<file path="src/serial_port_consts.vh">
// constants shared by the dual serial port design files
`ifndef SERIAL_PORT_CONSTS_VH
`define SERIAL_PORT_CONSTS_VH

// apb register map: port n occupies byte offsets n*0x10 .. n*0x10+0xC
`define APB_AW        8
`define PORT_SEL_BIT  4
`define REG_CTRL      4'h0
`define REG_DATA      4'h4
`define REG_STAT      4'h8
`define REG_MASK      4'hC

// control register fields
`define CTRL_EN       0
`define CTRL_MST      1
`define CTRL_MD_LO    2
`define CTRL_MD_HI    3
`define CTRL_DIV_LO   8
`define CTRL_DIV_HI   15

// reset values
`define RST_MD        2'h1
`define RST_DIV       8'h01

// select mode field encodings
`define MD_3WIRE      2'h0
`define MD_4WIRE_IN   2'h1

// status and mask fields (same layout), live state above them
`define ST_DONE       0
`define ST_MODF       1
`define ST_WCOL       2
`define ST_OVR        3
`define ST_RX_FULL    4
`define ST_TX_FULL    5
`define ST_BUSY       6

// bit counter value of the last bit of a byte
`define BIT_LAST      3'h7

// synchronised pins per port: sck, mosi, miso, select
`define PINS_PER_PORT 4

`endif

</file>
<file path="src/dual_serial_port.v">
// two full-duplex serial ports with select-mode pin logic and apb registers
//
// Functional notes
// - two identical serial ports are built, each shifting in and out at once.
// - as master the master-out pin is driven from the shift register msb.
// - every byte moves msb first on both data lines in both roles.
// - the slave-out pin is released when disabled or as an unselected 4-wire slave.
// - as a 3-wire slave the slave-out pin is always driven from the shift msb.
// - the serial clock is driven only as master and is an input as slave.
// - a 4-wire slave ignores all serial clock edges while its select is high.
// - select mode 00 is 3-wire with the select unused and a slave always selected.
// - select mode 01 is 4-wire with the select input choosing the slave.
// - a master in select mode 01 loses its master function on a falling select.
// - select mode 1x drives the select pin out at the low bit of the mode field.
// - the select pin is requested from pin routing in every mode but 3-wire.
// - a mode fault clears master and port enable and sets the mode fault flag.
// - the transfer complete flag is set after each byte and cleared by software.
// - a falling select resets a 4-wire slave bit counter; select and clock pass the same two-flop synchroniser.
`timescale 1ns/1ps
`include "serial_port_consts.vh"
module dual_serial_port (
    input  wire                pclk,
    input  wire                presetn,
    input  wire                ce,
    input  wire                psel,
    input  wire                penable,
    input  wire                pwrite,
    input  wire [`APB_AW-1:0]  paddr,
    input  wire [31:0]         pwdata,
    output wire [31:0]         prdata,
    output wire                pready,
    output wire                pslverr,
    output wire                irq,
    input  wire [1:0]          sck_i,
    input  wire [1:0]          mosi_i,
    input  wire [1:0]          miso_i,
    input  wire [1:0]          nss_i,
    output wire [1:0]          sck_o,
    output wire [1:0]          sck_oe,
    output wire [1:0]          mosi_o,
    output wire [1:0]          mosi_oe,
    output wire [1:0]          miso_o,
    output wire [1:0]          miso_oe,
    output wire [1:0]          nss_o,
    output wire [1:0]          nss_oe,
    output wire [1:0]          nss_route
);

    // true when the address hits register off of port prt
    function reg_hit;
        input [`APB_AW-1:0] addr;
        input integer       prt;
        input [3:0]         off;
        begin
            reg_hit = (addr[`APB_AW-1:`PORT_SEL_BIT+1] == {(`APB_AW-`PORT_SEL_BIT-1){1'b0}})
                      && (addr[`PORT_SEL_BIT] == (prt == 1))
                      && (addr[`PORT_SEL_BIT-1:0] == off);
        end
    endfunction

    wire        setup_ph;
    wire        access_ph;
    wire        mapped;
    wire [63:0] rd_vec;
    wire [1:0]  irq_vec;
    wire [7:0]  pin_raw;
    wire [7:0]  pin_s;
    reg  [7:0]  pin_d_ff;
    reg  [31:0] prdata_ff;

    // the bus waits while the block is frozen, so no write is lost
    assign pready    = ce;
    assign setup_ph  = psel & ~penable & ce;
    assign access_ph = psel & penable & ce;
    assign mapped    = (paddr[`APB_AW-1:`PORT_SEL_BIT+1]
                        == {(`APB_AW-`PORT_SEL_BIT-1){1'b0}});
    assign pslverr   = psel & penable & ~mapped;
    assign prdata    = prdata_ff;
    assign irq       = |irq_vec;

    assign pin_raw = {nss_i, miso_i, mosi_i, sck_i};

    pin_sync #(
        .WIDTH (`PINS_PER_PORT * 2)
    ) u_pin_sync (
        .pclk    (pclk),
        .presetn (presetn),
        .ce      (ce),
        .din     (pin_raw),
        .dout    (pin_s)
    );

    // third stage only for edge detection on the synchronised levels
    always @(posedge pclk or negedge presetn) begin
        if (!presetn) begin
            pin_d_ff <= 8'h00;
        end else if (ce) begin
            pin_d_ff <= pin_s;
        end
    end

    // read data is captured in the setup phase and held through the access phase
    always @(posedge pclk or negedge presetn) begin
        if (!presetn) begin
            prdata_ff <= 32'h00000000;
        end else if (setup_ph & ~pwrite) begin
            if (!mapped) begin
                prdata_ff <= 32'h00000000;
            end else if (paddr[`PORT_SEL_BIT]) begin
                prdata_ff <= rd_vec[63:32];
            end else begin
                prdata_ff <= rd_vec[31:0];
            end
        end
    end

    genvar g;
    generate
        for (g = 0; g < 2; g = g + 1) begin : port
            reg        en_ff;
            reg        mst_ff;
            reg [1:0]  md_ff;
            reg [7:0]  div_ff;
            reg [7:0]  sh_ff;
            reg [7:0]  txb_ff;
            reg [7:0]  rxb_ff;
            reg        tx_full_ff;
            reg        rx_full_ff;
            reg        loaded_ff;
            reg        busy_ff;
            reg        sck_ff;
            reg        rxbit_ff;
            reg        rd_full_ff;
            reg [2:0]  cnt_ff;
            reg [7:0]  dcnt_ff;
            reg [3:0]  st_ff;
            reg [3:0]  mask_ff;
            reg [31:0] rd_word;

            wire s_sck;
            wire s_mosi;
            wire s_miso;
            wire s_nss;
            wire sck_rise;
            wire sck_fall;
            wire nss_fall;
            wire slv;
            wire selected;
            wire fault;
            wire tick;
            wire sample;
            wire shift_now;
            wire done;
            wire ovr;
            wire wcol;
            wire load;
            wire bit_in;
            wire [7:0] byte_in;
            wire wr_ctrl;
            wire wr_data;
            wire wr_stat;
            wire wr_mask;
            wire rd_data;
            wire rd_clear;
            wire [3:0] st_set;
            wire [3:0] st_clr;

            assign s_sck  = pin_s[g];
            assign s_mosi = pin_s[2+g];
            assign s_miso = pin_s[4+g];
            assign s_nss  = pin_s[6+g];

            assign sck_rise = s_sck & ~pin_d_ff[g];
            assign sck_fall = ~s_sck & pin_d_ff[g];
            assign nss_fall = ~s_nss & pin_d_ff[6+g];

            assign slv      = en_ff & ~mst_ff;
            // a select-output mode counts as unselected for a slave
            assign selected = (md_ff == `MD_3WIRE)
                              | ((md_ff == `MD_4WIRE_IN) & ~s_nss);
            assign fault    = en_ff & mst_ff & (md_ff == `MD_4WIRE_IN) & nss_fall;

            assign tick      = busy_ff & (dcnt_ff == div_ff);
            // clock phase 0, polarity 0: sample on rise, shift on fall
            assign sample    = (tick & ~sck_ff) | (slv & selected & sck_rise);
            assign shift_now = (tick & sck_ff) | (slv & selected & sck_fall);
            assign done      = shift_now & (cnt_ff == `BIT_LAST);
            assign bit_in    = mst_ff ? s_miso : s_mosi;
            assign byte_in   = {sh_ff[6:0], rxbit_ff};

            assign wr_ctrl = access_ph & pwrite & reg_hit(paddr, g, `REG_CTRL);
            assign wr_data = access_ph & pwrite & reg_hit(paddr, g, `REG_DATA);
            assign wr_stat = access_ph & pwrite & reg_hit(paddr, g, `REG_STAT);
            assign wr_mask = access_ph & pwrite & reg_hit(paddr, g, `REG_MASK);
            assign rd_data = psel & ~pwrite & reg_hit(paddr, g, `REG_DATA);
            // only a byte that was already visible at setup is consumed
            assign rd_clear = access_ph & rd_data & rd_full_ff;

            assign wcol = wr_data & tx_full_ff;
            assign ovr  = done & slv & rx_full_ff & ~rd_clear;
            // slave reloads only between bytes so a shift never overwrites it
            assign load = en_ff & tx_full_ff & ~shift_now
                          & (mst_ff ? ~busy_ff : (~loaded_ff & (cnt_ff == 3'h0)));

            assign st_set = {ovr, wcol, fault, done};
            assign st_clr = wr_stat ? pwdata[`ST_OVR:`ST_DONE] : 4'h0;

            always @(posedge pclk or negedge presetn) begin
                if (!presetn) begin
                    en_ff      <= 1'b0;
                    mst_ff     <= 1'b0;
                    md_ff      <= `RST_MD;
                    div_ff     <= `RST_DIV;
                    sh_ff      <= 8'h00;
                    txb_ff     <= 8'h00;
                    rxb_ff     <= 8'h00;
                    tx_full_ff <= 1'b0;
                    rx_full_ff <= 1'b0;
                    loaded_ff  <= 1'b0;
                    busy_ff    <= 1'b0;
                    sck_ff     <= 1'b0;
                    rxbit_ff   <= 1'b0;
                    rd_full_ff <= 1'b0;
                    cnt_ff     <= 3'h0;
                    dcnt_ff    <= 8'h00;
                    st_ff      <= 4'h0;
                    mask_ff    <= 4'h0;
                end else if (ce) begin
                    // a fault beats a control write in the same cycle
                    if (fault) begin
                        en_ff  <= 1'b0;
                        mst_ff <= 1'b0;
                    end else if (wr_ctrl) begin
                        en_ff  <= pwdata[`CTRL_EN];
                        mst_ff <= pwdata[`CTRL_MST];
                        md_ff  <= pwdata[`CTRL_MD_HI:`CTRL_MD_LO];
                        div_ff <= pwdata[`CTRL_DIV_HI:`CTRL_DIV_LO];
                    end

                    // a write into a full transmit buffer is dropped
                    if (wr_data & ~tx_full_ff) begin
                        txb_ff     <= pwdata[7:0];
                        tx_full_ff <= 1'b1;
                    end else if (load) begin
                        tx_full_ff <= 1'b0;
                    end

                    // disabling is the only way to realign a 3-wire slave
                    if (!en_ff) begin
                        cnt_ff    <= 3'h0;
                        busy_ff   <= 1'b0;
                        sck_ff    <= 1'b0;
                        dcnt_ff   <= 8'h00;
                        loaded_ff <= 1'b0;
                    end else begin
                        if (load) begin
                            sh_ff   <= txb_ff;
                            dcnt_ff <= 8'h00;
                            if (mst_ff) begin
                                busy_ff <= 1'b1;
                            end else begin
                                loaded_ff <= 1'b1;
                            end
                        end else if (busy_ff) begin
                            dcnt_ff <= tick ? 8'h00 : dcnt_ff + 8'h01;
                        end
                        if (tick) begin
                            sck_ff <= ~sck_ff;
                        end
                        if (sample) begin
                            rxbit_ff <= bit_in;
                        end
                        if (shift_now) begin
                            sh_ff  <= byte_in;
                            cnt_ff <= cnt_ff + 3'h1;
                        end
                        if (done) begin
                            busy_ff   <= 1'b0;
                            loaded_ff <= 1'b0;
                        end
                        if (slv & (md_ff == `MD_4WIRE_IN) & nss_fall) begin
                            cnt_ff <= 3'h0;
                        end
                    end

                    // receive buffer: an unread byte is kept on a slave overrun
                    if (done & ~ovr) begin
                        rxb_ff     <= byte_in;
                        rx_full_ff <= 1'b1;
                    end else if (rd_clear) begin
                        rx_full_ff <= 1'b0;
                    end
                    if (setup_ph & rd_data) begin
                        rd_full_ff <= rx_full_ff;
                    end

                    // sticky flags: a new event wins over a clear
                    st_ff <= (st_ff & ~st_clr) | st_set;
                    if (wr_mask) begin
                        mask_ff <= pwdata[`ST_OVR:`ST_DONE];
                    end
                end
            end

            always @* begin
                rd_word = 32'h00000000;
                if (reg_hit(paddr, g, `REG_CTRL)) begin
                    rd_word[`CTRL_EN]                  = en_ff;
                    rd_word[`CTRL_MST]                 = mst_ff;
                    rd_word[`CTRL_MD_HI:`CTRL_MD_LO]   = md_ff;
                    rd_word[`CTRL_DIV_HI:`CTRL_DIV_LO] = div_ff;
                end else if (reg_hit(paddr, g, `REG_DATA)) begin
                    rd_word[7:0] = rxb_ff;
                end else if (reg_hit(paddr, g, `REG_STAT)) begin
                    rd_word[`ST_OVR:`ST_DONE] = st_ff;
                    rd_word[`ST_RX_FULL]      = rx_full_ff;
                    rd_word[`ST_TX_FULL]      = tx_full_ff;
                    rd_word[`ST_BUSY]         = busy_ff | loaded_ff;
                end else if (reg_hit(paddr, g, `REG_MASK)) begin
                    rd_word[`ST_OVR:`ST_DONE] = mask_ff;
                end
            end

            assign rd_vec[g*32 +: 32] = rd_word;
            assign irq_vec[g]         = |(st_ff & mask_ff);

            assign sck_o[g]     = sck_ff;
            assign sck_oe[g]    = en_ff & mst_ff;
            assign mosi_o[g]    = sh_ff[7];
            assign mosi_oe[g]   = en_ff & mst_ff;
            assign miso_o[g]    = sh_ff[7];
            assign miso_oe[g]   = slv & selected;
            // select-output mode drives regardless of enable, as a chip select would
            assign nss_o[g]     = md_ff[0];
            assign nss_oe[g]    = md_ff[1];
            assign nss_route[g] = (md_ff != `MD_3WIRE);
        end
    endgenerate

endmodule // dual_serial_port

</file>
<file path="src/pin_sync.v">
// two-flop synchroniser for asynchronous pin inputs
`timescale 1ns/1ps
module pin_sync #(
    parameter WIDTH = 8
) (
    input  wire             pclk,
    input  wire             presetn,
    input  wire             ce,
    input  wire [WIDTH-1:0] din,
    output wire [WIDTH-1:0] dout
);

    reg [WIDTH-1:0] meta_ff;
    reg [WIDTH-1:0] sync_ff;

    // the first stage feeds only the second stage
    always @(posedge pclk or negedge presetn) begin
        if (!presetn) begin
            meta_ff <= {WIDTH{1'b0}};
            sync_ff <= {WIDTH{1'b0}};
        end else if (ce) begin
            meta_ff <= din;
            sync_ff <= meta_ff;
        end
    end

    assign dout = sync_ff;

endmodule // pin_sync

</file>
<file path="config.mk">
export PLATFORM = sky130hd
export DESIGN_NAME = dual_serial_port
export DESIGN_NICKNAME = d
export VERILOG_FILES = /design/src/dual_serial_port.v /design/src/pin_sync.v
export VERILOG_INCLUDE_DIRS = /design/src /design/src/src
export SDC_FILE = /design/constraint.sdc
export NUM_CORES = 1
export LEC_CHECK = 0
export BUFFER_PORTS_ARGS = -buffer_cell sky130_fd_sc_hd__buf_2
export CAP_MARGIN = 30
export CELL_PAD_IN_SITES_DETAIL_PLACEMENT = 1
export CELL_PAD_IN_SITES_GLOBAL_PLACEMENT = 1
export CORE_MARGIN = 1.5
export CORE_UTILIZATION = 35
export DETAILED_ROUTE_END_ITERATION = 8
export GPL_ROUTABILITY_DRIVEN = 0
export PLACE_DENSITY_LB_ADDON = 0.1
export SYNTH_ARGS = -nofsm -noshare
export SYNTH_HDL_FRONTEND = slang
export SYNTH_SLANG_ARGS = --single-unit
</file>
<file path="constraint.sdc">
create_clock -name pclk -period 4.4 [get_ports pclk]
set_clock_uncertainty 0.1 [all_clocks]
set_input_delay 0.88 -clock pclk [delete_from_list [all_inputs] [get_ports pclk]]
set_output_delay 0.88 -clock pclk [all_outputs]
set_load 0.005 [all_outputs]
</file>
==> results of run 1 <==
[worst max path at each step]
stage	depth (start not counted)	slack, ns	to	start
2_1_floorplan	7	1.63	port[1].txb_ff[0]	paddr[3]
3_3_place_gp	5	0.94	port[0].txb_ff[4]	paddr[3]
3_5_place_dp	5	0.93	port[0].txb_ff[7]	paddr[3]
4_1_cts	5	1.37	port[0].txb_ff[7]	paddr[3]
5_1_grt	5	1.19	port[0].txb_ff[1]	paddr[3]
6_report	5	1.38	port[0].txb_ff[7]	paddr[3]
[per-stage QoR]
step	hold slack, ns	utilization (%)	std cells	total power (uW)
2_1_floorplan	0.348	-	732	1700
3_5_place_dp	0.393	38.7	1046	1820
3_3_place_gp	0.369	38.7	1044	1810
6_report	0.401	41.4	1079	3310
4_1_cts	0.407	41.4	1078	3350
5_1_grt	0.425	41.4	1078	3440
[where the power goes]
group / internal (uW) / total, uW / switching (uW)
clock: 886 / 1520 / 635
combinational: 91.6 / 218 / 127
sequential: 1530 / 1570 / 41.8
[layer usage]
metal / share of wire (%) / wire [um]
met1: 45 / 10200
met2: 50 / 11400
met3: 3.0 / 665
met5: 0 / 0
met4: 1.3 / 283
[sequential cells by signal (all words and copies together), names as in the netlist]
name and cells:
port.dcnt_ff 16, port.div_ff 16, port.rxb_ff 16, port.sh_ff 16
port.txb_ff 16, prdata 16, port.mask_ff 8, port.st_ff 8
u_pin_sync.dout 8, u_pin_sync.meta_ff 8, port.cnt_ff 6, pin_d_ff 4
port.md_ff 4, port.busy_ff 2, port.en_ff 2, port.loaded_ff 2
port.mst_ff 2, port.rd_full_ff 2, port.rx_full_ff 2, port.rxbit_ff 2
port.sck_ff 2, port.tx_full_ff 2
[cell type report]
cell class / count / share of cell area [%]
multi-input combinational: 484 / 39.2
sequential: 160 / 43.8
clock inverter: 11 / 1.39
timing repair buffer: 85 / 5.12
clock buffer: 21 / 5.14
inverter: 37 / 1.52
antenna: 1 / 0.0273
tap: 280 / 3.83
[Yosys cell counts, types with 9 or more instances]
| cell | n | share of area, % |
|---|---|---|
| buf_4 | 25 | 2.4 |
| nand2_1 | 45 | 2.1 |
| nor3_1 | 30 | 1.9 |
| dfrtp_1 | 156 | 49 |
| mux2i_1 | 9 | 1.1 |
| mux2_2 | 84 | 12 |
| a21oi_1 | 16 | 1.0 |
| inv_1 | 37 | 1.7 |
| o21ai_0 | 29 | 1.8 |
| a221oi_1 | 17 | 1.9 |
| a22o_1 | 12 | 1.3 |
| nor2_1 | 28 | 1.3 |
| nand3_1 | 23 | 1.4 |
| xnor2_1 | 16 | 1.8 |
| clkbuf_1 | 17 | 0.80 |
| nand2b_1 | 10 | 0.79 |
| nand4_1 | 10 | 0.79 |
| a22oi_1 | 15 | 1.4 |
[logic make-up after synthesis]
logic type	after synthesis	synth area share, %
simple gates	196	13.3
flops	160	50.4
mux	93	13.0
fa+ha+maj	8	1.26
buf+inv	88	5.42
xor+xnor	16	1.76
compound gates	155	14.8
other cells	1	0.0471
==> metrics, run 1 <==
GR Util met1=25.9%; area inside the core boundary=22100 um2; Finished Cell Area=9160 um2; kind of end point of the critical path=flip-flop; num rows=between 50 and 60; FFs w/ async S/R, synth=100%; crit path max fanout=11; DR WL/cell=20.9 um; # Max-Cap Violations=0; count of routing violations after the opening detailed-route iteration=between 200 and 250; status=finished, final reports clean; CTS sink cnt=between 150 and 200; total area of multi-input combinational cells=3590 um2; DP Area=8560 um2; cts bufs inserted=17; Avg Vias per Cell=5.51; met2 global-route usage=34.2%; layout cells sized above 1=27.7%; netlist area before placement=7960 um2; number of antenna violations at the first check in global routing=1; RSZ-0062 raised after global routing=false; layout net count=847; Max-slew headroom=approximately a third; setup TNS after final layout=0 ns; largest voltage drop on the vdd net=0.000211 V; number of flops mapped to enable cells by yosys=0; Die H=~150 um; Worst Path Required=4.61 ns; average footprint of a synthesized cell=between 10 and 15 um2; Initial Utilization=36.0%; count of yosys warnings during synthesis=0; WS Path Type=in2reg; Detailed Route WL=22.5 mm; sequential standard cell area=4010 um2; count of input and output buffers=between 70 and 80; count of cell types in the netlist=63; final hold violation count=0; cell at the root of the clock tree=clkbuf_16; clock slew seen by the registers of the worst setup and hold paths=0.06 ns; Pre-Repair DR Iteration Count=4; path depth of the worst reg2reg path=5; area of the die=approximately 24000 um2; slowest stage cell, crit path=nor3b_2; proportion of synthesized chip area in sequential cells=50.4%; arrival time of data at the critical path endpoint=3.23 ns; most common cell after layout, fill and taps aside=dfrtp_1; leading cell types in the layout, fill and taps excluded=dfrtp_1 (156), mux2_2 (84), buf_2 (74), nand2_1 (45), inv_1 (37); instance count of the mapped netlist=717; Max Clock Freq=about 0.33 GHz; CTS HTree Levels=4; leakage component of the power=between 0.004 and 0.005 uW; Most Used Layer, Global Route=met2; cell breakdown of the critical path=buf_2 > nor4b_1 > and2_1 > nor3b_2 > mux2_2; met3 Use GR=3.21%; startpoint of the most critical register-to-register path=port[0].div_ff[0]; Max Slew Vio Count=0; buffers inserted by post-CTS timing repair=0; HPWL reported at the end of detailed placement=16.2 mm; number of vias after detailed routing=between 5000 and 6000; final worst-path cycle share=roughly 69%; pre-CTS setup slack=0.926 ns; worst path setup slack after routing=1.38 ns; setup slack of the most critical reg-to-reg path=1.70 ns; pwr/cell area=between 300 and 400 nW/um2; pin count of the biggest net entering global routing=89; count of pins on the block boundary=about 110; reg-to-reg endpoint=port[0].rxb_ff[6]; path category of the worst min-delay check=in2async; peak per-stage delay on the critical path=0.65 ns; number of filler instances in the final layout=2439; flop and latch count out of synthesis=160; final setup vio count=0; residual DRC count=0; antenna violation net count after detailed routing=0; post-cts sizing count=0; clk_lat worst skew=0.43 ns; minimum clock period=3.02 ns; Max Buffers Root-to-Sink=2; hold buffers post-CTS=0; overall track demand over capacity in global routing=19.8%; crit path buf inv count=1; startpoint type of the worst setup path=input port; critical path's top delay family=simple AND/OR/NAND/NOR gates; measured slew at the worst slew-check pin=0.966 ns; GRT overflow=0; via count of the first global-routing pass=6440; die boundary width=154 um; clock tree from TritonCTS=done; Top FF cell, synth=dfrtp_1; first-pass GRT wire length=36.4 mm; area grow syn2layout=15.0%
(Power assumes the default switching activity.)
==> run 2, diff against run 1 <==
==> constraint.sdc (replaced) <==
create_clock -name pclk -period 3.1 [get_ports pclk]
set_clock_uncertainty 0.1 [all_clocks]
set_input_delay 0.62 -clock pclk [delete_from_list [all_inputs] [get_ports pclk]]
set_output_delay 0.62 -clock pclk [all_outputs]
set_load 0.005 [all_outputs]
==> run 2 against run 1 <==
Clock power increased by 34%. Via count decreased by 0.18%. Hold slack got worse by 0.31 ns. Final cell count increased by 1.2%. Wire length increased by 0.28%. Critical path type is now reg2reg. Critical endpoint is now port[0].rxb_ff[5].
==> metrics, run 2 (synthesis results as in run 1) <==
status=finished, final reports clean; Max Slew Vio Count=0; Detailed Route WL=22.6 mm; area inside the core boundary=22100 um2; residual DRC count=0; DR WL/cell=20.7 um; Avg Vias per Cell=roughly 5.4; met2 global-route usage=33.8%; reg-to-reg endpoint=port[0].rxb_ff[5]; met3 Use GR=3.55%; RSZ-0062 raised after global routing=false; number of antenna violations at the first check in global routing=1; overall power after layout=4580 uW; clock slew seen by the registers of the worst setup and hold paths=0.07 ns; Max Clock Freq=0.375 GHz; GR Util met1=26.8%; count of pins on the block boundary=107; # Max-Cap Violations=0; startpoint type of the worst setup path=flip-flop; most common cell after layout, fill and taps aside=dfrtp_1; arrival time of data at the critical path endpoint=2.88 ns; hold buffers post-CTS=0; Hold Slack=0.0885 ns; final setup vio count=0; setup TNS after final layout=0 ns; largest voltage drop on the vdd net=around 0.00027 V; GRT overflow=0; Max Buffers Root-to-Sink=2; layout net count=860; startpoint of the most critical register-to-register path=port[0].div_ff[0]; post-cts sizing count=0; first-pass GRT wire length=37.0 mm; count of routing violations after the opening detailed-route iteration=approximately 250; worst path setup slack after routing=about 0.43 ns; number of vias after detailed routing=5939; layout cells sized above 1=28.9%; Die H=approximately 150 um; WS Path Type=reg2reg; die boundary width=about 150 um; path category of the worst min-delay check=in2async; area grow syn2layout=15.9%; num rows=54; Critical Path Start=port[0].div_ff[0]; antenna violation net count after detailed routing=0; kind of end point of the critical path=flip-flop; minimum clock period=between 2 and 3 ns; CTS sink cnt=160; number of filler instances in the final layout=2396; via count of the first global-routing pass=roughly 6400; final worst-path cycle share=86.1%; buffers inserted by post-CTS timing repair=0; clk_lat worst skew=0.43 ns; crit path max fanout=8; Most Used Layer, Global Route=met2; final hold violation count=0; clock tree from TritonCTS=done; count of input and output buffers=74; CTS HTree Levels=4; Worst Path Required=3.31 ns; measured slew at the worst slew-check pin=0.997 ns; setup slack of the most critical reg-to-reg path=0.43 ns; area of the die=~24000 um2; leading cell types in the layout, fill and taps excluded=dfrtp_1 (156), mux2_2 (84), buf_2 (73), nand2_1 (45), inv_1 (37); cts bufs inserted=17; path depth of the worst reg2reg path=5; pin count of the biggest net entering global routing=68; pwr/cell area=~500 nW/um2; Pre-Repair DR Iteration Count=4; leakage component of the power=0.00422 uW; cell at the root of the clock tree=clkbuf_16; pre-CTS setup slack=roughly 0.29 ns; HPWL reported at the end of detailed placement=16.7 mm; Initial Utilization=36.0%; overall track demand over capacity in global routing=approximately a fifth; Max-slew headroom=33.0%
run 2: final cells by class:
class,instances,area (um2),area share [%]
flip-flops and latches,160,4010,43.5
multi-input cells,484,3590,38.9
clock inverters,12,109,1.18
diodes,1,2.50,0.0271
inverters,37,139,1.51
repair buffers,98,569,6.17
well taps,280,350,3.80
clock buffers,20,457,4.95
run 2: worst max path at each step:
stage,end,cells after the start
final,port[0].rxb_ff[5],5
after CTS,port[0].rxb_ff[4],5
after detailed placement,port[0].rxb_ff[4],7
after global routing,port[0].rxb_ff[4],5
after global placement,port[0].rxb_ff[6],7
after floorplan,port[1].txb_ff[0],7
run 2: per-layer routing:
metal / wire [um] / part of all wire [%]
met4: 316 / 1.4
met5: 0 / 0
met3: 673 / 3.0
met1: 10400 / 46
met2: 11200 / 49
run 2: stage by stage:
stage / cells / util (%) / cell area, um2
global placement: 1059 / 39.2 / 8660
detailed placement: 1059 / 39.2 / 8660
CTS: 1091 / 41.7 / 9220
finish: 1092 / 41.7 / 9220
floorplan: 732 / - / 8020
global route: 1091 / 41.7 / 9220
run 2: report_power, final:
group          switching [uW]  internal [uW]
sequential               59.9           2170
clock                     887           1150
combinational             182            134
run 2: worst max-delay path: stages (launching register included):
cell	delay, ns
dfstp_2	0.55
xnor2_1	0.11
nand3_1	0.16
or4_1	0.69
a211oi_4	0.54
mux2_2	0.39
